[src/hdl/timer_cfg.svh]
// Register offsets, field positions, reset values and timing counts.
// Assumes a 200 MHz core clock; included by bare name.
`ifndef TIMER_CFG_SVH
`define TIMER_CFG_SVH
`define OFF_COUNT_LOW    4'h0
`define OFF_HIGH_BUF     4'h4
`define OFF_CONTROL      4'h8
`define OFF_IRQ_STATUS   4'hC
`define BIT_RUN          7
`define BIT_EIGHT        6
`define BIT_SRC          5
`define BIT_EDGE         4
`define BIT_BYPASS       3
`define BIT_FLAG         0
`define BIT_IRQ_EN       1
`define RST_CONTROL      8'hFF
`define RST_HIGH_BUF     8'h00
`define RST_COUNT        16'h0000
`define CORE_PER_ICYC    4
`define INHIBIT_ICYC     2'h2
`endif

[src/hdl/timer_pkg.sv]
// Types shared by the timer/counter and its bench.
// Constants live in timer_cfg.svh.
package timer_pkg;
  typedef struct packed {
    logic        read;
    logic        write;
    logic [3:0]  address;
    logic [3:0]  byteenable;
    logic [31:0] writedata;
  } avs_req_t;

  typedef struct packed {
    logic       timer_run;
    logic       eight_bit_select;
    logic       count_source_select;
    logic       edge_polarity_select;
    logic       prescaler_bypass;
    logic [2:0] prescale_ratio;
  } timer_control_t;

  typedef enum logic {
    BUS_IDLE = 1'b0,
    BUS_ACK  = 1'b1
  } bus_state_t;
endpackage

[src/hdl/prescaled_timer_counter_8_16.sv]
// Prescaled 8/16-bit timer/counter with Avalon-MM register slave.
// Assumes synchronous inputs except the count pin, which is synchronised here.
`timescale 1ns/100ps
`include "timer_cfg.svh"

module prescaled_timer_counter_8_16 #(
  parameter int ICYC_DIV = `CORE_PER_ICYC
) (
  input  wire logic              i_clk,
  input  wire logic              i_rstn,
  input  wire timer_pkg::avs_req_t i_avs,
  output logic                   o_avs_waitrequest,
  output logic [31:0]            o_avs_readdata,
  input  wire logic              i_external_count_input,
  input  wire logic              i_sleep,
  output logic                   o_instruction_clock,
  output logic                   o_overflow_irq
);
  import timer_pkg::*;

  bus_state_t     bus_ff;
  timer_control_t ctrl_ff;
  logic [15:0]    count_ff;
  logic [7:0]     high_buf_ff;
  logic [7:0]     presc_ff;
  logic [1:0]     inhibit_ff;
  logic [7:0]     icyc_ff;
  logic [2:0]     pin_ff;
  logic           flag_ff;
  logic           irq_en_ff;
  logic [31:0]    rdata_ff;
  logic           icyc_tick;
  logic           pin_edge;
  logic           src_pulse;
  logic           presc_out;
  logic           inc;
  logic           wrap;
  logic           take;
  logic           low_wr;
  logic           low_rd;
  logic           wr_en;
  logic [7:0]     wbyte;
  logic [7:0]     ratio_mask;
  logic [7:0]     nxt_icyc;
  logic           iclk_ff;

  // Bus handshake: every access takes one wait cycle, answered on the second edge
  assign take              = (i_avs.read | i_avs.write) && bus_ff == BUS_ACK;
  assign o_avs_waitrequest = (i_avs.read | i_avs.write) && bus_ff == BUS_IDLE;
  assign o_avs_readdata    = rdata_ff;
  assign wr_en             = take && i_avs.write && i_avs.byteenable[0];
  assign wbyte             = i_avs.writedata[7:0];
  assign low_wr            = wr_en && i_avs.address == `OFF_COUNT_LOW;
  assign low_rd            = take && i_avs.read && i_avs.address == `OFF_COUNT_LOW;

  always_ff @(posedge i_clk) begin
    if (!i_rstn) begin
      bus_ff <= BUS_IDLE;
    end else if (bus_ff == BUS_ACK) begin
      bus_ff <= BUS_IDLE;
    end else if (i_avs.read | i_avs.write) begin
      bus_ff <= BUS_ACK;
    end
  end

  // Read data is captured in the wait cycle so it stands at the answering edge
  always_ff @(posedge i_clk) begin
    if (!i_rstn) begin
      rdata_ff <= 32'h0000_0000;
    end else if (i_avs.read && bus_ff == BUS_IDLE) begin
      unique case (i_avs.address)
        `OFF_COUNT_LOW:  rdata_ff <= {24'h00_0000, count_ff[7:0]};
        `OFF_HIGH_BUF:   rdata_ff <= {24'h00_0000, high_buf_ff};
        `OFF_CONTROL:    rdata_ff <= {24'h00_0000, ctrl_ff};
        `OFF_IRQ_STATUS: rdata_ff <= {30'h0000_0000, irq_en_ff, flag_ff};
        default:         rdata_ff <= 32'h0000_0000;
      endcase
    end
  end

  // Control: assignment and mode bits may change any time, no stop needed
  always_ff @(posedge i_clk) begin
    if (!i_rstn) begin
      ctrl_ff <= `RST_CONTROL;
    end else if (wr_en && i_avs.address == `OFF_CONTROL) begin
      ctrl_ff <= wbyte;
    end
  end

  // High buffer: written by software, refreshed by a low byte read
  always_ff @(posedge i_clk) begin
    if (!i_rstn) begin
      high_buf_ff <= `RST_HIGH_BUF;
    end else if (wr_en && i_avs.address == `OFF_HIGH_BUF) begin
      high_buf_ff <= wbyte;
    end else if (low_rd) begin
      high_buf_ff <= count_ff[15:8];
    end
  end

  // Instruction cycle clock derived from the core clock
  assign icyc_tick           = icyc_ff == 8'(ICYC_DIV - 1);
  assign nxt_icyc            = icyc_tick ? 8'h00 : icyc_ff + 8'h01;
  assign o_instruction_clock = iclk_ff;

  always_ff @(posedge i_clk) begin
    if (!i_rstn) begin
      icyc_ff <= 8'h00;
    end else begin
      icyc_ff <= nxt_icyc;
    end
  end

  // Registered, so the pin carries no compare glitches
  always_ff @(posedge i_clk) begin
    if (!i_rstn) begin
      iclk_ff <= 1'b1;
    end else begin
      iclk_ff <= nxt_icyc < 8'(ICYC_DIV / 2);
    end
  end

  // Count pin: two synchroniser flops, edge found between flops two and three
  always_ff @(posedge i_clk) begin
    if (!i_rstn) begin
      pin_ff <= 3'h0;
    end else begin
      pin_ff <= {pin_ff[1:0], i_external_count_input};
    end
  end

  assign pin_edge = ctrl_ff.edge_polarity_select ? (pin_ff[2] & ~pin_ff[1])
                                                 : (~pin_ff[2] & pin_ff[1]);
  assign src_pulse = ctrl_ff.count_source_select ? pin_edge : icyc_tick;

  // Prescaler output fires when the selected low bits are all ones
  for (genvar b = 0; b < 8; b++) begin : mask_bit
    assign ratio_mask[b] = 3'(b) <= ctrl_ff.prescale_ratio;
  end

  assign presc_out = src_pulse && ((presc_ff & ratio_mask) == ratio_mask);

  // Prescaler runs only while assigned; a low byte write clears it only while assigned
  always_ff @(posedge i_clk) begin
    if (!i_rstn) begin
      presc_ff <= 8'h00;
    end else if (low_wr && !ctrl_ff.prescaler_bypass) begin
      presc_ff <= 8'h00;
    end else if (src_pulse && !ctrl_ff.prescaler_bypass && ctrl_ff.timer_run && !i_sleep) begin
      presc_ff <= presc_ff + 8'h01;
    end
  end

  // Inhibit window after a low byte write, counted in instruction cycles
  always_ff @(posedge i_clk) begin
    if (!i_rstn) begin
      inhibit_ff <= 2'h0;
    end else if (low_wr) begin
      inhibit_ff <= `INHIBIT_ICYC;
    end else if (icyc_tick && inhibit_ff != 2'h0) begin
      inhibit_ff <= inhibit_ff - 2'h1;
    end
  end

  // Sleep gates the increment, so no overflow can arise while asleep
  assign inc = ctrl_ff.timer_run && !i_sleep && inhibit_ff == 2'h0 && !low_wr
               && (ctrl_ff.prescaler_bypass ? src_pulse : presc_out);
  assign wrap = inc && (ctrl_ff.eight_bit_select ? count_ff[7:0] == 8'hFF
                                                 : count_ff == 16'hFFFF);

  always_ff @(posedge i_clk) begin
    if (!i_rstn) begin
      count_ff <= `RST_COUNT;
    end else if (low_wr) begin
      count_ff <= {high_buf_ff, wbyte};
    end else if (inc && ctrl_ff.eight_bit_select) begin
      count_ff[7:0] <= count_ff[7:0] + 8'h01;
    end else if (inc) begin
      count_ff <= count_ff + 16'h0001;
    end
  end

  // Overflow flag: a wrap in the clearing cycle still sets it
  always_ff @(posedge i_clk) begin
    if (!i_rstn) begin
      flag_ff <= 1'b0;
    end else if (wrap) begin
      flag_ff <= 1'b1;
    end else if (wr_en && i_avs.address == `OFF_IRQ_STATUS) begin
      flag_ff <= wbyte[`BIT_FLAG];
    end
  end

  always_ff @(posedge i_clk) begin
    if (!i_rstn) begin
      irq_en_ff <= 1'b0;
    end else if (wr_en && i_avs.address == `OFF_IRQ_STATUS) begin
      irq_en_ff <= wbyte[`BIT_IRQ_EN];
    end
  end

  assign o_overflow_irq = flag_ff && irq_en_ff;

  run_stop_a: assert property (@(posedge i_clk) disable iff (!i_rstn)
    !ctrl_ff.timer_run && !low_wr |=> count_ff == $past(count_ff))
    else $error("count moved while stopped");

  high_hold_a: assert property (@(posedge i_clk) disable iff (!i_rstn)
    ctrl_ff.eight_bit_select && !low_wr |=> count_ff[15:8] == $past(count_ff[15:8]))
    else $error("high byte moved in 8-bit mode");

  timer_step_a: assert property (@(posedge i_clk) disable iff (!i_rstn)
    ctrl_ff.timer_run && !ctrl_ff.count_source_select && ctrl_ff.prescaler_bypass
    && !ctrl_ff.eight_bit_select && !i_sleep && inhibit_ff == 2'h0 && !low_wr
    && icyc_tick |=> count_ff == $past(count_ff) + 16'h0001)
    else $error("timer did not step on instruction cycle");

  inhibit_a: assert property (@(posedge i_clk) disable iff (!i_rstn)
    low_wr ##1 !low_wr [*5] |=> count_ff == $past(count_ff, 5))
    else $error("count moved inside inhibit window");

  presc_clear_a: assert property (@(posedge i_clk) disable iff (!i_rstn)
    low_wr && !ctrl_ff.prescaler_bypass |=> presc_ff == 8'h00 && $stable(ctrl_ff))
    else $error("prescaler not cleared by low write");

  presc_ratio_a: assert property (@(posedge i_clk) disable iff (!i_rstn)
    ctrl_ff.prescale_ratio == 3'h0 && presc_out |-> presc_ff[0])
    else $error("prescaler fired off ratio");

  ovf_flag_a: assert property (@(posedge i_clk) disable iff (!i_rstn)
    wrap |=> flag_ff && ($past(ctrl_ff.eight_bit_select) ? count_ff[7:0] == 8'h00
                                                         : count_ff == 16'h0000)
    || $past(low_wr))
    else $error("wrap did not set flag");

  irq_mask_a: assert property (@(posedge i_clk) disable iff (!i_rstn)
    o_overflow_irq |-> irq_en_ff && flag_ff)
    else $error("interrupt leaked while masked");

  sleep_hold_a: assert property (@(posedge i_clk) disable iff (!i_rstn)
    i_sleep && !low_wr |=> count_ff == $past(count_ff))
    else $error("count moved in sleep");

  high_copy_a: assert property (@(posedge i_clk) disable iff (!i_rstn)
    low_rd |=> high_buf_ff == $past(count_ff[15:8]))
    else $error("low read did not copy high byte");

  high_load_a: assert property (@(posedge i_clk) disable iff (!i_rstn)
    low_wr |=> count_ff == {$past(high_buf_ff), $past(wbyte)})
    else $error("low write did not load 16 bits");

  pin_lat_a: assert property (@(posedge i_clk) disable iff (!i_rstn)
    pin_edge |-> pin_ff[1] != $past(pin_ff[1]))
    else $error("edge not from synchronised level");

  icyc_wrap_a: assert property (@(posedge i_clk) disable iff (!i_rstn)
    icyc_tick |=> icyc_ff == 8'h00 && o_instruction_clock)
    else $error("instruction cycle did not restart");

  iclk_low_a: assert property (@(posedge i_clk) disable iff (!i_rstn)
    icyc_ff == 8'(ICYC_DIV / 2 - 1) |=> !o_instruction_clock)
    else $error("instruction clock not low in second half");

  src_timer_a: assert property (@(posedge i_clk) disable iff (!i_rstn)
    !ctrl_ff.count_source_select && src_pulse |=> icyc_ff == 8'h00)
    else $error("timer source off instruction cycle");

  edge_rise_a: assert property (@(posedge i_clk) disable iff (!i_rstn)
    ctrl_ff.count_source_select && !ctrl_ff.edge_polarity_select && src_pulse
    |-> pin_ff[1] && !$past(pin_ff[1]))
    else $error("rising mode counted a non-rising edge");

  edge_fall_a: assert property (@(posedge i_clk) disable iff (!i_rstn)
    ctrl_ff.count_source_select && ctrl_ff.edge_polarity_select && src_pulse
    |-> !pin_ff[1] && $past(pin_ff[1]))
    else $error("falling mode counted a non-falling edge");

  bypass_step_a: assert property (@(posedge i_clk) disable iff (!i_rstn)
    ctrl_ff.timer_run && ctrl_ff.prescaler_bypass && !ctrl_ff.eight_bit_select
    && src_pulse && !i_sleep && inhibit_ff == 2'h0 && !low_wr
    |=> count_ff == $past(count_ff) + 16'h0001)
    else $error("bypassed source did not step count");

  presc_idle_a: assert property (@(posedge i_clk) disable iff (!i_rstn)
    ctrl_ff.prescaler_bypass |=> $stable(presc_ff))
    else $error("prescaler moved while bypassed");

  inhibit_load_a: assert property (@(posedge i_clk) disable iff (!i_rstn)
    low_wr |=> inhibit_ff == `INHIBIT_ICYC)
    else $error("inhibit window not armed");

  presc_wrap_a: assert property (@(posedge i_clk) disable iff (!i_rstn)
    presc_ff == 8'hFF && src_pulse && !ctrl_ff.prescaler_bypass && ctrl_ff.timer_run
    && !i_sleep && !low_wr |=> presc_ff == 8'h00)
    else $error("prescaler not eight bits wide");

  presc_full_a: assert property (@(posedge i_clk) disable iff (!i_rstn)
    ctrl_ff.prescale_ratio == 3'h7 && presc_out |-> presc_ff == 8'hFF)
    else $error("longest ratio fired early");

  flag_only_a: assert property (@(posedge i_clk) disable iff (!i_rstn)
    $rose(flag_ff) |-> $past(wrap) || $past(wr_en && i_avs.address == `OFF_IRQ_STATUS))
    else $error("flag set without wrap");

  irq_follow_a: assert property (@(posedge i_clk) disable iff (!i_rstn)
    flag_ff && irq_en_ff |-> o_overflow_irq)
    else $error("enabled interrupt not raised");

  sleep_presc_a: assert property (@(posedge i_clk) disable iff (!i_rstn)
    i_sleep && !low_wr |=> $stable(presc_ff))
    else $error("prescaler moved in sleep");

  high_write_a: assert property (@(posedge i_clk) disable iff (!i_rstn)
    wr_en && i_avs.address == `OFF_HIGH_BUF |=> high_buf_ff == $past(wbyte))
    else $error("high buffer write lost");

  high_isolated_a: assert property (@(posedge i_clk) disable iff (!i_rstn)
    wr_en && i_avs.address == `OFF_HIGH_BUF && !ctrl_ff.timer_run |=> $stable(count_ff))
    else $error("buffer write reached the counter");

  ctrl_write_a: assert property (@(posedge i_clk) disable iff (!i_rstn)
    wr_en && i_avs.address == `OFF_CONTROL |=> ctrl_ff == $past(wbyte))
    else $error("control write not applied");
endmodule

[config.mk]
export PLATFORM = sky130hd
export DESIGN_NAME = prescaled_timer_counter_8_16
export DESIGN_NICKNAME = d
export VERILOG_FILES = /design/src/hdl/timer_pkg.sv /design/src/hdl/prescaled_timer_counter_8_16.sv
export VERILOG_INCLUDE_DIRS = /design/src /design/src/hdl
export SDC_FILE = /design/constraint.sdc
export NUM_CORES = 1
export LEC_CHECK = 0
export BUFFER_PORTS_ARGS = -buffer_cell sky130_fd_sc_hd__buf_2
export CAP_MARGIN = 40
export CORE_MARGIN = 5
export CORE_UTILIZATION = 31
export CTS_CLUSTER_DIAMETER = 150
export DETAILED_ROUTE_END_ITERATION = 6
export PLACE_DENSITY = 0.6
export SYNTH_ARGS = -nofsm -noshare
export SYNTH_HDL_FRONTEND = slang
export SYNTH_SLANG_ARGS = --single-unit
export TNS_END_PERCENT = 1
[constraint.sdc]
create_clock -name i_clk -period 1.9 [get_ports i_clk]
set_clock_uncertainty 0.05 [all_clocks]
set_input_delay 0.38 -clock i_clk [delete_from_list [all_inputs] [get_ports i_clk]]
set_output_delay 0.38 -clock i_clk [all_outputs]
set_load 0.02 [all_outputs]
==> results_dict.tcl, run 1 <==
set metrics [dict create \
    yosysWarnings 0 \
    drtPass1Iterations 4 \
    row_count 38 \
    p_total_mw 2.748 \
    min_path_type "input pin to flip-flop" \
    antenna_cells 0 \
    multi_input_area_mm2 0.001989 \
    synth_most_common_cell "dfxtp_1" \
    antenna_found_initial 0 \
    hold_viol_final 0 \
    overflow 0 \
    ys_seq_elements 65 \
    crit_required_ns 2.13 \
    wl_met2_mm 3.916 \
    die_area_mm2 0.01332 \
    rsz0062_at_grt "yes" \
    setup_violations 7 \
    holdBufCountCts 0 \
    clock.fmax_ghz 0.5051 \
    nets 533 \
    worst_slack_ns -0.07990 \
    cts_tree "done" \
    fillCellCount 1111 \
    path_class "flip-flop to flip-flop" \
    synth_common_cells "dfxtp_1 (65), nand2_1 (43), buf_4 (24), o21ai_0 (24), nor2_1 (21)" \
    utilization_pct 39.67 \
    area_growth_pct 25.39 \
    max_stage_delay_ns 0.46 \
    seq_area_mm2 0.001304 \
    grt_pass1_vias 3052 \
    grt_max_degree 32 \
    cp-start-kind "flip-flop" \
    avgRoutedWirePerCell_um 14.33 \
    drt-total-wl_mm 9.001 \
    synth_seq_area_share_pct 37.78 \
    cp_slowest_cell "or4_1" \
    power_leakage_nw 1.797 \
    cp_data_arrival_time_ns 2.21 \
    track_usage_pct 14.22 \
    clockRootBuffer "clkbuf_8" \
    synthArstFlopShare_pct 0 \
    worstSetupStartpoint "ctrl_ff[4]$_SDFFE_PN1P_" \
    syn-mean-instance-area_um2 8.569 \
    maxCapViolCount 0 \
    synth_flop_cell "dfxtp_1" \
    clk_transition_reported_paths_ns 0.07 \
    violations "setup timing" \
    drcViolationCount 0 \
    numCtsBuffers 9 \
    slew_violations 0 \
    fp.dieH_um 115.4 \
    drt_iter0_drc 168 \
    die_w_um 115.4 \
    initial_core_util_pct 31.64 \
    clkSinkCount 65 \
    status "complete, but fails checks" \
    antenna_left 0 \
    end_kind "flip-flop" \
    vias 3124 \
    dp_hpwl_mm 6.790 \
    wl_met1_mm 4.465 \
    globalplace.congestion 0.8169 \
    met3_length_um 454 \
    synth_edf_count 0 \
    synth_top_area_cell "dfxtp_1" \
    drive_above_1_share_pct 26.23 \
    dr.max_layer_used "met4" \
    r2r_start "ctrl_ff[4]$_SDFFE_PN1P_" \
    core-area_mm2 0.01089 \
    path_cells "and3b_1, o2111ai_2, a21boi_2, nand3_2, buf_12, or4_1, a31oi_1" \
    finalCritPeriodShare_pct 104.2 \
    worstSkewPairLatency_ns 0.35 \
    critical_path.max_fanout 15 \
    min_period_ns 1.980 \
    cts_max_level 3 \
    viasPerCell 4.975 \
    synth_cell_types 55 \
    synthesis.instances 402 \
    post-synth-top-area-fraction_pct 37.78 \
    place_ws_ns -0.2115 \
    ff2ff_setup_slack_ns -0.08 \
    synthesis.area_mm2 0.003445 \
    synthTopCellsByArea "dfxtp_1 (38%), buf_4 (5.2%), nand2_1 (4.7%)" \
    power_density_mw_per_mm2 636.3 \
    grt_pass1_wl_mm 15.04 \
    min-delay-start "i_external_count_input" \
    clockBufferDepth 2 \
    ir_drop_v 0.0004034 \
    io_buffers 29 \
    io_pins 81 \
]
==> per-layer routing <==
layer	track usage, %	up-vias
met2	21.33	77
met4	5.321	0
met3	3.864	18
met1	19.56	1469
li1	-	1560
met5	0	-
==> through the flow <==
| stage | area (um^2) | std cells | hold slack [ns] | setup TNS (ns) |
|---|---|---|---|---|
| global route | 4319 | 628 | 0.1912 | -1.396 |
| CTS | 4282 | 628 | 0.1751 | -0.6379 |
| detailed placement | 4083 | 610 | 0.3772 | -1.753 |
| finish | 4319 | 628 | 0.1941 | -0.3170 |
| global placement | 4083 | 610 | 0.3720 | -1.405 |
| floorplan | 3546 | 425 | 0.3619 | -0.07513 |
==> power by group <==
part / leakage [nW] / internal, mW / total, mW / switching [mW]
clock network: 0.0891 / 0.504 / 1.06 / 0.551
registers: 0.526 / 1.39 / 1.41 / 0.0206
logic: 1.18 / 0.107 / 0.282 / 0.175
total: 1.80 / 2.00 / 2.75 / 0.747
==> repair_timing <==
item	CTS	global route
endpoints found under the setup margin	12	15
buffers inserted	2	0
resized for setup	2	7
pin swaps	7	7
==> sequential cells by signal, summed over array words and instances, names as in the netlist <==
signal and cells:
high_buf_ff 8, o_instruction_clock 1, flag_ff 1, ctrl_ff 8, inhibit_ff 2, presc_ff 8
bus_ff 1, irq_en_ff 1, pin_ff 3, count_ff 16, o_avs_readdata 8, icyc_ff 8
==> cell families after synthesis <==
family / Yosys count / share of synthesized area (%)
AND/OR/NAND/NOR: 153 / 23.61
AO/OA/AOI/OAI: 90 / 17.51
flip-flops: 65 / 37.78
buffers and inverters: 52 / 8.754
XOR/XNOR: 19 / 4.831
multiplexers: 18 / 5.957
adder cells (fa/ha/maj): 4 / 1.453
other: 1 / 0.1089
==> area by class of cell <==
class	instances	area share, %
clock buffers	11	3.273
flip-flops and latches	65	30.19
multi-input cells	308	46.06
well taps	140	4.056
clock inverters	5	0.7242
repair buffers	91	15.01
inverters	8	0.6952
==> final timing paths <==
kind	to	cells past startpoint
worst max-delay path	count_ff[7]$_SDFFE_PN0P_	7
worst min-delay path	pin_ff[0]$_SDFF_PN0_	2
worst max register to register	count_ff[7]$_SDFFE_PN0P_	7
worst min register to register	pin_ff[1]$_SDFF_PN0_	1
==> cell usage in the layout, fill, tap and decap left out, drive strengths merged, types with 11 or more instances in the layout <==
cell    count
conb       24
nand2      43
nand3      19
nor2       22
clkbuf     11
dfxtp      65
a31oi      11
o21ai      29
mux2i      16
buf        91
xnor2      11
==> worst max-delay path, delay by kind of cell (launching register included) <==
family,cells,cell delay [ns]
buffers and inverters,1,0.17
flip-flops,1,0.37
AO/OA/AOI/OAI,3,0.56
AND/OR/NAND/NOR,3,0.76
No activity file was read; power rests on OpenSTA's default activity.
==> run 2: changes to the inputs <==
CELL_PAD_IN_SITES_DETAIL_PLACEMENT = 0   (was default)
CELL_PAD_IN_SITES_GLOBAL_PLACEMENT = 1   (was default)
PLACE_DENSITY = 0.74   (was 0.6)
SLEW_MARGIN = 20   (was default)
==> results_dict.tcl, run 2 (synthesized netlist as in run 1, its figures left out) <==
set metrics [dict create \
    status "complete, but fails checks" \
    violations "setup timing" \
    area_growth_pct 26.26 \
    worst_slack_ns -0.1073 \
    antenna_left 0 \
    top_register "count_ff" \
    antenna_cells 0 \
    clock.fmax_ghz 0.4982 \
    dp_cells 613 \
    numCtsBuffers 9 \
    layout.cells.most_common "dfxtp_1" \
    overflow 0 \
    antenna_found_initial 0 \
    finalCritPeriodShare_pct 105.6 \
    power_leakage_nw 1.820 \
    fillCellCount 1087 \
    cp-start-kind "flip-flop" \
    clkSinkCount 65 \
    grt_pass1_wl_mm 14.43 \
    avgRoutedWirePerCell_um 14.07 \
    instances_no_fill 630 \
    maxCapViolCount 0 \
    die_w_um 115.4 \
    drt_iter0_drc 141 \
    cp_data_arrival_time_ns 2.23 \
    io_buffers 29 \
    die_area_mm2 0.01332 \
    power_density_mw_per_mm2 682.4 \
    drive_above_1_share_pct 26.33 \
    timing.hold.ws_ns 0.1799 \
    clk_transition_reported_paths_ns 0.08 \
    drtPass1Iterations 4 \
    path_buf_inv 1 \
    initial_core_util_pct 31.64 \
    min_period_ns 2.007 \
    dp_hpwl_mm 6.752 \
    io_pins 81 \
    cts_tree "done" \
    rsz0062_at_grt "yes" \
    largest_reg_flops 16 \
    multi_input_area_mm2 0.001978 \
    clockBufferDepth 2 \
    path_cells "ha_4, and2b_1, nand4_2, a21boi_2, nand3_2, buf_12, or4_1, a31oi_1" \
    worstSkewPairLatency_ns 0.35 \
    nets 535 \
    min_path_type "input pin to flip-flop" \
    slew_violations 0 \
    ir_drop_v 0.0002886 \
    end_kind "flip-flop" \
    globalplace.congestion 0.8165 \
    critical_path.max_fanout 15 \
    cts_max_level 3 \
    cp_slowest_cell "or4_1" \
    viasPerCell 4.983 \
    max_stage_delay_ns 0.46 \
    path_class "flip-flop to flip-flop" \
    seq_area_mm2 0.001305 \
    vias 3139 \
    row_count 38 \
    clockRootBuffer "clkbuf_8" \
    crit_family "simple AND/OR/NAND/NOR gates" \
    track_usage_pct 13.57 \
    fp.dieH_um 115.4 \
    grt_pass1_vias 2993 \
    p_total_mw 2.968 \
    core-area_mm2 0.01089 \
    mostFrequentLayoutCells "dfxtp_1 (62), buf_4 (61), nand2_1 (43), buf_2 (30)" \
    setup_violations 7 \
    drt-total-wl_mm 8.865 \
    grt_max_degree 19 \
    crit_required_ns 2.12 \
    drcViolationCount 0 \
    hold_viol_final 0 \
]
==> run 2: cell count changes in the layout (fill, tap and decap cells not counted), sizes merged <==
cell | previous run | this run
clkinvlp | 1 | 0
buf | 91 | 93
bufinv | 0 | 1
clkinv | 4 | 2
inv | 8 | 10
==> run 2: timing repair <==
action                                  4_1_cts  5_1_grt
endpoints found under the setup margin       10       28
hold buffers                                  0        0
endpoints found under the hold margin         0        0
buffers inserted                              1        0
resized for setup                             0        8
pin swaps                                    10        6
==> run 2: final timing paths <==
kind                            slack, ns              startpoint                        to  cells past startpoint
worst min register to register       0.40    pin_ff[0]$_SDFF_PN0_      pin_ff[1]$_SDFF_PN0_                      1
worst max-delay path                -0.11   icyc_ff[1]$_SDFF_PN0_  count_ff[7]$_SDFFE_PN0P_                      8
worst min-delay path                 0.18  i_external_count_input      pin_ff[0]$_SDFF_PN0_                      2
worst max register to register      -0.11   icyc_ff[1]$_SDFF_PN0_  count_ff[7]$_SDFFE_PN0P_                      8
==> run 2: through the flow <==
stage / utilization (%) / setup TNS (ns) / cell area [um^2] / setup slack (ns)
floorplan: - / -0.07513 / 3546 / -0.03860
global placement: 37.52 / -2.007 / 4085 / -0.1715
detailed placement: 37.57 / -2.476 / 4090 / -0.2129
CTS: 39.59 / -0.7991 / 4310 / -0.1442
global route: 39.94 / -2.059 / 4349 / -0.2130
finish: 39.94 / -0.4707 / 4349 / -0.1073
==> run 2: where the power goes <==
part / leakage [nW] / internal (mW) / switching (mW)
combinational: 1.18 / 0.118 / 0.178
clock: 0.110 / 0.687 / 0.577
sequential: 0.527 / 1.39 / 0.0183
==> run 2: cell type report <==
class,count,share of cell area [%]
Multi-Input combinational cell,308,45.48
Clock inverter,5,1.410
Inverter,8,0.6904
Clock buffer,11,3.481
Sequential cell,65,30.01
Timing Repair Buffer,93,14.90
Tap cell,140,4.028
==> run 2: metal layers <==
metal	wire, um	up-vias	global-route usage, %
met3	380	9	3.394
li1	-	1563	-
met5	0	-	0
met1	4181	1510	17.99
met2	4186	57	21.80
met4	115	0	4.225
